===== config.mk =====
export PLATFORM = sky130hd
export DESIGN_NAME = fcs_top
export DESIGN_NICKNAME = d
export VERILOG_FILES = /design/src/rtl/fcs_pkg.sv /design/src/rtl/fcs_top.sv
export VERILOG_INCLUDE_DIRS = /design/src /design/src/rtl
export SDC_FILE = /design/constraint.sdc
export NUM_CORES = 1
export LEC_CHECK = 0
export BUFFER_PORTS_ARGS = -buffer_cell sky130_fd_sc_hd__buf_4
export CAP_MARGIN = 0
export CELL_PAD_IN_SITES_DETAIL_PLACEMENT = 1
export CELL_PAD_IN_SITES_GLOBAL_PLACEMENT = 1
export CORE_ASPECT_RATIO = 1.4
export CORE_MARGIN = 2
export CORE_UTILIZATION = 34
export DETAILED_ROUTE_END_ITERATION = 12
export HOLD_SLACK_MARGIN = 0.1
export PLACE_DENSITY = 0.95
export SYNTH_ARGS = -nofsm -noshare
export SYNTH_HDL_FRONTEND = slang
export SYNTH_SLANG_ARGS = --single-unit

===== constraint.sdc =====
create_clock -name CLK -period 3.7 [get_ports CLK]
set_input_delay 1.11 -clock CLK [delete_from_list [all_inputs] [get_ports CLK]]
set_output_delay 1.11 -clock CLK [all_outputs]
set_load 0.005 [all_outputs]

===== src/rtl/fcs_defines.svh =====
`ifndef FCS_DEFINES_SVH
`define FCS_DEFINES_SVH
// Command enable field codes
`define FCS_EN_ON 4'h3
`define FCS_EN_OFF 4'hc
`define FCS_EN_MSB 7
`define FCS_EN_LSB 4
// Register byte offsets
`define FCS_OFS_CTRL 12'h000
`define FCS_OFS_STAT 12'h004
// Command cycle addresses and data
`define FCS_A_555 12'h555
`define FCS_A_AAA 12'haaa
`define FCS_A_SEC 16'hff7f
`define FCS_D_AA 8'haa
`define FCS_D_55 8'h55
`define FCS_D_PROG 8'ha0
`define FCS_D_ERASE 8'h80
`define FCS_D_IDIN 8'h90
`define FCS_D_IDOUT 8'hf0
`define FCS_D_SEC 8'ha5
`define FCS_D_SECT 8'h30
`define FCS_D_CHIP 8'h10
`define FCS_D_SECVAL 8'h00
// Flash window C000H..FFFFH: top two address bits set
`define FCS_WIN_TOP 2'b11
`define FCS_WIN_MSB 15
`define FCS_WIN_LSB 14
`define FCS_LOW_MSB 11
`define FCS_SECT_MASK 16'hf000
`define FCS_TOG_BIT 6
`define FCS_BUSY_BIT 0
`define FCS_ID_BIT 1
`endif


===== src/rtl/fcs_pkg.sv =====
package fcs_pkg;
	typedef enum logic [1:0] {
		FCS_OP_PROG = 2'h0,
		FCS_OP_SECT = 2'h1,
		FCS_OP_CHIP = 2'h2,
		FCS_OP_SEC = 2'h3
	} fcs_op_t;
	typedef struct packed {
		fcs_op_t op;
		logic [15:0] addr;
		logic [7:0] data;
	} fcs_cmd_t;
	typedef enum logic [7:0] {
		FCS_S_IDLE = 8'h01,
		FCS_S_U1 = 8'h02,
		FCS_S_U2 = 8'h04,
		FCS_S_PROG = 8'h08,
		FCS_S_E1 = 8'h10,
		FCS_S_E2 = 8'h20,
		FCS_S_E3 = 8'h40,
		FCS_S_SEC = 8'h80
	} fcs_state_t;
endpackage


===== src/rtl/fcs_top.sv =====
// Function
// - Commands act only while enable field is 0011B
// - Writing 1100B disables command execution
// - Reset loads enable field with 1100B
// - Control register low nibble reads 0
// - Decode low 12 bits except targets and the full 16-bit FF7FH security cycle
// - Six unlock-prefixed commands, single F0 exit
// - Program starts on fourth write cycle
// - Erase six cycles, 30H sector, 10H chip
// - Flash occupies C000H to FFFFH
// - Parallel programmer mode bypasses sequencer
// - Busy reads toggle bit 6, first 1
// - No new command while operation busy
// - No flash reads served while busy
`timescale 1ns/10ps
`default_nettype none
`include "fcs_defines.svh"
module fcs_top
	import fcs_pkg::*;
(
	// Clock and reset
	input wire logic CLK,
	input wire logic RST,
	// APB register port
	input wire logic PSEL,
	input wire logic PENABLE,
	input wire logic PWRITE,
	input wire logic [11:0] PADDR,
	input wire logic [31:0] PWDATA,
	output logic [31:0] PRDATA,
	output logic PREADY,
	output logic PSLVERR,
	// Processor memory bus
	input wire logic MEM_WR,
	input wire logic MEM_RD,
	input wire logic [15:0] MEM_ADDR,
	input wire logic [7:0] MEM_WDATA,
	output logic [7:0] MEM_RDATA,
	output logic MEM_RVALID,
	// Flash macro side
	input wire logic PAR_MODE,
	input wire logic [7:0] ARR_RDATA,
	input wire logic ARR_DONE,
	output logic ARR_RD,
	output logic CMD_VALID,
	output fcs_cmd_t CMD,
	output logic ID_MODE,
	output logic BUSY
);
	logic [3:0] en_r;
	fcs_state_t st_r, st_nxt;
	logic busy_r, busy_nxt;
	logic id_r, id_nxt;
	logic tog_r, tog_nxt;
	logic cv_r, cv_nxt;
	fcs_cmd_t cmd_r, cmd_nxt;
	logic [7:0] rd_r;
	logic rv_r;
	logic [31:0] prdata_r;
	logic slverr_r;

	// Address and data match of one command cycle
	function automatic logic hit(input logic [15:0] a, input logic [7:0] d,
		input logic [11:0] ea, input logic [7:0] ed);
		hit = (a[`FCS_LOW_MSB:0] == ea) && (d == ed);
	endfunction

	wire in_win = MEM_ADDR[`FCS_WIN_MSB:`FCS_WIN_LSB] == `FCS_WIN_TOP;
	wire armed = en_r == `FCS_EN_ON;
	wire take = MEM_WR && in_win && armed && !PAR_MODE && !busy_r;
	wire w_aa = hit(MEM_ADDR, MEM_WDATA, `FCS_A_555, `FCS_D_AA);
	wire w_55 = hit(MEM_ADDR, MEM_WDATA, `FCS_A_AAA, `FCS_D_55);
	wire w_exit1 = MEM_WDATA == `FCS_D_IDOUT;
	wire w_chip = hit(MEM_ADDR, MEM_WDATA, `FCS_A_555, `FCS_D_CHIP);
	wire w_sect = MEM_WDATA == `FCS_D_SECT;
	wire w_sec = MEM_ADDR == `FCS_A_SEC && MEM_WDATA == `FCS_D_SECVAL;
	wire w_code = MEM_ADDR[`FCS_LOW_MSB:0] == `FCS_A_555;
	wire rd_ok = MEM_RD && in_win && !busy_r;

	wire apb_acc = PSEL && PENABLE;
	wire a_ctrl = PADDR == `FCS_OFS_CTRL;
	wire a_stat = PADDR == `FCS_OFS_STAT;
	wire apb_bad = !(a_ctrl || a_stat);
	wire ctrl_we = apb_acc && PWRITE && a_ctrl;

	// Command decoder
	always_comb begin
		st_nxt = st_r;
		id_nxt = id_r;
		cv_nxt = 1'b0;
		cmd_nxt = cmd_r;
		if (take) begin
			st_nxt = w_aa ? FCS_S_U1 : FCS_S_IDLE;
			if (w_exit1 && !(st_r == FCS_S_U2)) begin
				id_nxt = 1'b0;
			end
			unique case (st_r)
				FCS_S_IDLE: begin
				end
				FCS_S_U1: begin
					if (w_55) begin
						st_nxt = FCS_S_U2;
					end
				end
				FCS_S_U2: begin
					if (w_code) begin
						unique case (MEM_WDATA)
							`FCS_D_PROG: st_nxt = FCS_S_PROG;
							`FCS_D_ERASE: st_nxt = FCS_S_E1;
							`FCS_D_SEC: st_nxt = FCS_S_SEC;
							`FCS_D_IDIN: begin
								st_nxt = FCS_S_IDLE;
								id_nxt = 1'b1;
							end
							`FCS_D_IDOUT: begin
								st_nxt = FCS_S_IDLE;
								id_nxt = 1'b0;
							end
							default: st_nxt = FCS_S_IDLE;
						endcase
					end
				end
				FCS_S_PROG: begin
					st_nxt = FCS_S_IDLE;
					cv_nxt = 1'b1;
					cmd_nxt = '{FCS_OP_PROG, MEM_ADDR, MEM_WDATA};
				end
				FCS_S_E1: begin
					if (w_aa) begin
						st_nxt = FCS_S_E2;
					end
				end
				FCS_S_E2: begin
					st_nxt = w_55 ? FCS_S_E3 : st_nxt;
				end
				FCS_S_E3: begin
					st_nxt = FCS_S_IDLE;
					if (w_chip) begin
						cv_nxt = 1'b1;
						cmd_nxt = '{FCS_OP_CHIP, MEM_ADDR, MEM_WDATA};
					end else if (w_sect) begin
						cv_nxt = 1'b1;
						cmd_nxt = '{FCS_OP_SECT, MEM_ADDR & `FCS_SECT_MASK, MEM_WDATA};
					end
				end
				FCS_S_SEC: begin
					st_nxt = FCS_S_IDLE;
					if (w_sec) begin
						cv_nxt = 1'b1;
						cmd_nxt = '{FCS_OP_SEC, MEM_ADDR, MEM_WDATA};
					end
				end
			endcase
		end
	end

	// Busy tracking and toggle bit
	always_comb begin
		busy_nxt = busy_r;
		tog_nxt = tog_r;
		if (cv_nxt) begin
			busy_nxt = 1'b1;
			tog_nxt = 1'b1;
		end else if (busy_r && ARR_DONE) begin
			busy_nxt = 1'b0;
		end else if (busy_r && MEM_RD && in_win) begin
			tog_nxt = !tog_r;
		end
	end

	always_ff @(posedge CLK) begin
		if (RST) begin
			st_r <= FCS_S_IDLE;
			busy_r <= 1'b0;
			id_r <= 1'b0;
			tog_r <= 1'b1;
			cv_r <= 1'b0;
			cmd_r <= '0;
		end else begin
			st_r <= st_nxt;
			busy_r <= busy_nxt;
			id_r <= id_nxt;
			tog_r <= tog_nxt;
			cv_r <= cv_nxt;
			cmd_r <= cmd_nxt;
		end
	end

	// Read data path
	always_ff @(posedge CLK) begin
		if (RST) begin
			rd_r <= 8'h00;
			rv_r <= 1'b0;
		end else begin
			rv_r <= MEM_RD && in_win;
			rd_r <= busy_r ? (8'h00 | ({7'h00, tog_r} << `FCS_TOG_BIT)) : ARR_RDATA;
		end
	end

	// APB registers
	always_ff @(posedge CLK) begin
		if (RST) begin
			en_r <= `FCS_EN_OFF;
			prdata_r <= 32'h0;
			slverr_r <= 1'b0;
		end else begin
			if (ctrl_we) begin
				en_r <= PWDATA[`FCS_EN_MSB:`FCS_EN_LSB];
			end
			slverr_r <= PSEL && !PENABLE && apb_bad;
			if (PSEL && !PENABLE) begin
				prdata_r <= 32'h0;
				if (a_ctrl) begin
					prdata_r[`FCS_EN_MSB:`FCS_EN_LSB] <= en_r;
				end
				if (a_stat) begin
					prdata_r[`FCS_BUSY_BIT] <= busy_r;
					prdata_r[`FCS_ID_BIT] <= id_r;
				end
			end
		end
	end

	assign PRDATA = prdata_r;
	assign PREADY = 1'b1;
	assign PSLVERR = apb_acc && slverr_r;
	assign MEM_RDATA = rd_r;
	assign MEM_RVALID = rv_r;
	assign ARR_RD = rd_ok;
	assign CMD_VALID = cv_r;
	assign CMD = cmd_r;
	assign ID_MODE = id_r;
	assign BUSY = busy_r;
endmodule
`default_nettype wire


==> reports/metrics.cfg, run 1 <==
[route]
avgRoutedWirePerCell_um=16.4
via_count=2851
drt-initial-drc-count=67
viasPerCell=5.28
dr.pass1.iters=4
detail-route-antenna-nets=0
routed_wirelength_um=8840
drc=0

[critical_path]
critPathCaptureType=flop
path_buf_inv=1
required_ns=3.87
path_delay_family=simple AND/OR/NAND/NOR gates
start_kind=primary input
critPathKind=primary input to flop
worstPathMaxFanout=16
rr_worst_depth=5
slowest_delay_ns=0.64
arrival_ns=3.20
cp.depth=6
path_cells=buf_4 > or4_4 > nor4_2 > o311ai_1 > a211o_1 > mux2i_1
crit_slowest_cell=a211o_1

[yosys]
synth_most_common_cell=dfxtp_1
synthTopCellsByCount=dfxtp_1, nand2_1, mux2i_1
synth.yosys.seq_area_share_pct=39.7
yosysTopAreaCellShare_pct=39.7
syn_area_per_cell_um2=8.75
synth_area_um2=2920
yosys_most_used_dff=dfxtp_1
ys_types=48
syn_inst=334
yosysTopAreaCell=dfxtp_1
synth_edf_count=0
ys_ff_latch=58
synth.top_cells.by_area=dfxtp_1, mux2i_1, buf_4
synthArstFlopShare_pct=0
ys_warn_count=0

[clocking]
cts_setup_buffers=0
htree_levels=3
cts.clk_slew.worst_paths_ns=0.05
root_buffer=clkbuf_16
clkSinkCount=58
cts_tree=built
cts_resized=0
cts.path.max_buffers=2
cts_buffers=9
clk_latency_ns=0.33
hold_buffers=0

[final_layout]
fin_cells=540
area_delta_synth_final_pct=33.6
antenna_cells=0
ff_latch_area_um2=1160
fillers=999
postLayoutCoreUtil_pct=46.2
final_layout_size_suffix_gt1_share_pct=29.0
multi_input_area_um2=1540
nNetsFinal=518

[pwr]
p_per_area_nw_per_um2=381
internal-power_mw=1.17
power_leakage_nw=1.71
peakVddDrop_mv=0.241
p_sw_uw=320
p_seq_share_pct=42.6
p_sw_share_pct=21.5
p_clk_share_pct=49.6
p_comb_share_pct=7.8

[timing]
max_freq_mhz=330
drv_slew=0
relSlewSlack_pct=42.1
finalSetupTns_ns=0
worst_pin_slew_ns=0.868
post-route-min-period_ns=3.03
setup_slack_ns=0.669
finalClockSkew_ns=0.00717
finalSetupViolCount=0
period_share_pct=81.9
grt_setup_unrepaired=false
finalHoldViolations=0

[placed_design]
place_ws_ns=0.331
dp_hpwl_um=6840
place_inst=527
port_buffers=102
place_congestion=0.860

[min_path]
holdCritPathClass=flop to flop
hold_depth=2

[floorplan]
rows=40
die_w_um=82.4
core_um2=8460
pin_count=158
start_util_pct=34.6
fp.dieH_um=114
dieArea_um2=9370

[global_routing]
grt-ovfl-total=0
grt_first_pass_wirelength_um=13800
grtUsageTotal_pct=19.3
antenna_found_initial=0
grt_max_degree=55
grt_pass1_vias=2928

[flow_run]
max_cap_viol_count=0

[status]
status=finished, final reports clean

==> worst paths after layout <==
kind / from / end / slack (ns)
max: MEM_ADDR[1] / CMD[15] / 0.67
min reg2reg: CMD[2] / CMD[2] / 0.46
min: CMD[2] / CMD[2] / 0.46
max reg2reg: st_r[1] / CMD[15] / 1.40
==> power groups by stage <==
stage                     registers (mW)  clock network (mW)  logic, mW
after floorplan                    0.646                   0     0.0606
after global placement             0.645                   0      0.112
after detailed placement           0.645                   0      0.116
after CTS                          0.633               0.750      0.116
after global routing               0.633               0.774      0.130
final                              0.633               0.737      0.116
==> worst reg2reg max path: stages (launching register included) <==
cell	delay (ns)
dfxtp_1	0.39
or3_4	0.42
or2_1	0.27
o21a_1	0.23
a211o_1	0.60
mux2i_1	0.23
==> state kept, by name (all words and copies together), names as in the netlist <==
signal,flops
st_r,8
CMD,26
ID_MODE,1
MEM_RDATA,8
slverr_r,1
MEM_RVALID,1
CMD_VALID,1
en_r,4
PRDATA,6
tog_r,1
BUSY,1
==> cells by family (layout without fill, tap and decap cells) <==
group	Yosys count	count (layout)	synth area share, %
buffers and inverters	47	123	10.9
muxes	28	28	9.58
and+or+nand+nor	151	151	27.5
other	2	27	0.257
DFF	58	58	39.7
xor gates and xnor gates	2	2	0.599
AOI/OAI and AO/OA	46	46	11.5
==> placed cells by master (no fill, tap or decap), types with 3 or more instances in the layout <==
master	n
a211o_1	3
a21oi_1	10
a22oi_1	4
and2_1	9
and3_1	8
and4_1	4
buf_4	107
clkbuf_16	9
conb_1	27
dfxtp_1	58
mux2i_1	28
nand2_1	49
nand2b_1	4
nand3_1	9
nand4_1	11
nor2_1	24
nor2b_1	3
nor3_1	6
nor4_1	7
nor4b_1	4
o211ai_1	12
o21a_1	6
o21ai_0	3
==> through the flow <==
step	area [µm²]	hold WS, ns	power, mW
6_report	3910	0.459	1.49
5_1_grt	3910	0.487	1.54
4_1_cts	3910	0.465	1.50
3_5_place_dp	3650	0.458	0.761
3_3_place_gp	3650	0.445	0.757
2_1_floorplan	3020	0.448	0.706
==> layout make-up <==
type                       instances  share of cell area [%]
multi-input combinational        254                    39.4
sequential                        58                    29.7
timing repair buffer             107                    20.6
clock buffer                      13                    6.66
tap                              105                    3.36
inverter                           3                   0.288
==> metal layers <==
layer | vias up | wire (µm) | GRT usage (%)
li1 | 1335 | - | -
met1 | 1380 | 3240 | 19.9
met2 | 119 | 4750 | 35.6
met3 | 17 | 655 | 4.59
met4 | 0 | 195 | 8.44
met5 | - | 0 | 0
No activity file was read; power rests on OpenSTA's default activity.
==> run 2, diff against run 1 <==
Settings changed: CORE_UTILIZATION 34 to 31, PLACE_DENSITY 0.95 to 0.9.
Clock period 3.7 ns to 3.1 ns, I/O delays scaled along.
==> run 2 against run 1 <==
Compared with the run above:
- cell count up 2.2%
- clock skew up 0.0014 ns
- count of clock-buffer cells in the layout unchanged
- utilization down 2.2 points
- largest power group unchanged
- power up 24%
- critical endpoint is now CMD[5]
- routed wire length up 1.7%
==> reports/metrics.cfg, run 2 (synthesized netlist as in run 1, its figures left out) <==
[route]
wl_met1_um=3440  ; +6.0%
wl_met3_um=677  ; +3.4%
avgRoutedWirePerCell_um=16.3  ; -0.50%
viasPerCell=5.19  ; -1.7%
drt-initial-drc-count=111  ; +66%
dr.pass1.iters=4  ; unchanged
drc=0  ; unchanged
routed_wirelength_um=8990  ; +1.7%
wl_met2_um=4690  ; -1.3%
highest_layer=met4
detail-route-antenna-nets=0  ; unchanged
via_count=2864  ; +0.46%

[critical_path]
critPathKind=primary input to flop
arrival_ns=2.77  ; -0.43 ns
required_ns=3.33  ; -0.54 ns
start_kind=primary input
critPathCaptureType=flop
worstPathMaxFanout=13  ; -3

[final_layout]
antenna_cells=0  ; unchanged
postLayoutCoreUtil_pct=44.0  ; -2.2 points
largest_reg_flops=26  ; unchanged
nNetsFinal=525  ; +1.4%
final_layout_size_suffix_gt1_share_pct=30.1  ; +1.1 points
area_delta_synth_final_pct=36.6
fillers=1093  ; +9.4%
mostFrequentLayoutCell=buf_4
fin_area_um2=3990  ; +2.2%
final_cell_mix=buf_4, dfxtp_1, nand2_1, mux2i_1, conb_1

[min_path]
holdCritPathClass=flop to flop

[pwr]
p_sw_share_pct=21.6  ; +0.030 points
p_comb_share_pct=7.7  ; about the same
internal-power_mw=1.44  ; +24%
p_clk_share_pct=51.3  ; +1.7 points
p_seq_share_pct=41.0  ; -1.6 points
p_per_area_nw_per_um2=461  ; +21%
totalPowerFinal_mw=1.84  ; +24%
p_sw_uw=397  ; +24%
peakVddDrop_mv=0.251  ; +4.4%
power_leakage_nw=1.76  ; +2.7%

[clocking]
cts_resized=0  ; unchanged
hold_buffers=0  ; unchanged
cts_buffers=9  ; unchanged
root_buffer=clkbuf_16
cts.clk_slew.worst_paths_ns=0.05  ; about the same
htree_levels=3  ; unchanged
cts.path.max_buffers=2  ; unchanged
cts_tree=built
clkSinkCount=58  ; unchanged
cts_setup_buffers=0  ; unchanged
clk_latency_ns=0.32  ; about the same

[floorplan]
start_util_pct=32.2  ; -2.4 points
rows=41  ; +2.5%
die_w_um=86.1  ; +4.5%
fp.dieH_um=119  ; +4.6%
dieArea_um2=10200  ; +9.3%
core_um2=9080  ; +7.4%
pin_count=158  ; unchanged

[global_routing]
grt-ovfl-total=0  ; unchanged
grt_first_pass_wirelength_um=14400  ; +4.9%
grtUsageTotal_pct=17.7  ; -1.5 points
grt_max_degree=24  ; -56%
antenna_found_initial=0  ; unchanged
grt_pass1_vias=2941  ; +0.44%

[status]
status=finished, final reports clean

[timing]
relSlewSlack_pct=60.8  ; +19 points
finalHoldViolations=0  ; unchanged
post-route-min-period_ns=2.54
drv_slew=0  ; unchanged
finalSetupTns_ns=0  ; unchanged
max_freq_mhz=394
grt_setup_unrepaired=false
worst_pin_slew_ns=0.581  ; -0.287 ns
finalSetupViolCount=0  ; unchanged
period_share_pct=81.8
finalClockSkew_ns=0.00855  ; +0.00139 ns

[placed_design]
post_dp_cell_area_um2=3710  ; +1.9%
dp_hpwl_um=6790  ; -0.68%
port_buffers=102  ; unchanged
place_congestion=0.820  ; -4.7%

[flow_run]
max_cap_viol_count=0  ; unchanged

==> run 2: power by group through the flow <==
stage | sequential, mW | clock, mW | combinational, mW
floorplan | 0.771 | 0 | 0.0724
global placement | 0.770 | 0 | 0.136
detailed placement | 0.770 | 0 | 0.141
CTS | 0.755 | 0.968 | 0.142
global route | 0.754 | 1.00 | 0.156
finish | 0.755 | 0.943 | 0.142
==> run 2: area by class of cell <==
class	count	area, µm²	area share, %
clock buffer	13	240	6.02
tap	107	134	3.35
timing repair buffer	114	868	21.7
multi-input combinational	254	1540	38.5
inverter	3	11.3	0.282
sequential	58	1160	29.1
clock inverter	3	40.0	1.00
==> run 2: routing by layer <==
metal,GRT usage (%),vias up
li1,-,1354
met1,19.2,1371
met2,31.8,120
met3,4.99,19
met4,7.24,0
met5,0,-
==> run 2: final timing paths <==
path	startpoint	cells past startpoint	end	slack, ns
max reg2reg	st_r[1]	6	CMD[5]	0.97
max	MEM_ADDR[1]	7	CMD[5]	0.56
min reg2reg	PRDATA[1]	2	PRDATA[1]	0.46
min	PRDATA[1]	2	PRDATA[1]	0.46
==> run 2: per-stage QoR <==
stage	hold WS (ns)	setup slack, ns	cells
detailed placement	0.453	0.245	536
finish	0.455	0.565	552
floorplan	0.448	0.480	359
CTS	0.460	0.586	552
global placement	0.445	0.309	536
global route	0.466	0.513	552
==> run 2: worst max-delay path, cell delays in order <==
cell,delay [ns]
buf_4,0.13
or4_4,0.55
nor4_2,0.25
o311ai_1,0.17
a211oi_2,0.30
buf_12,0.20
mux2i_1,0.24
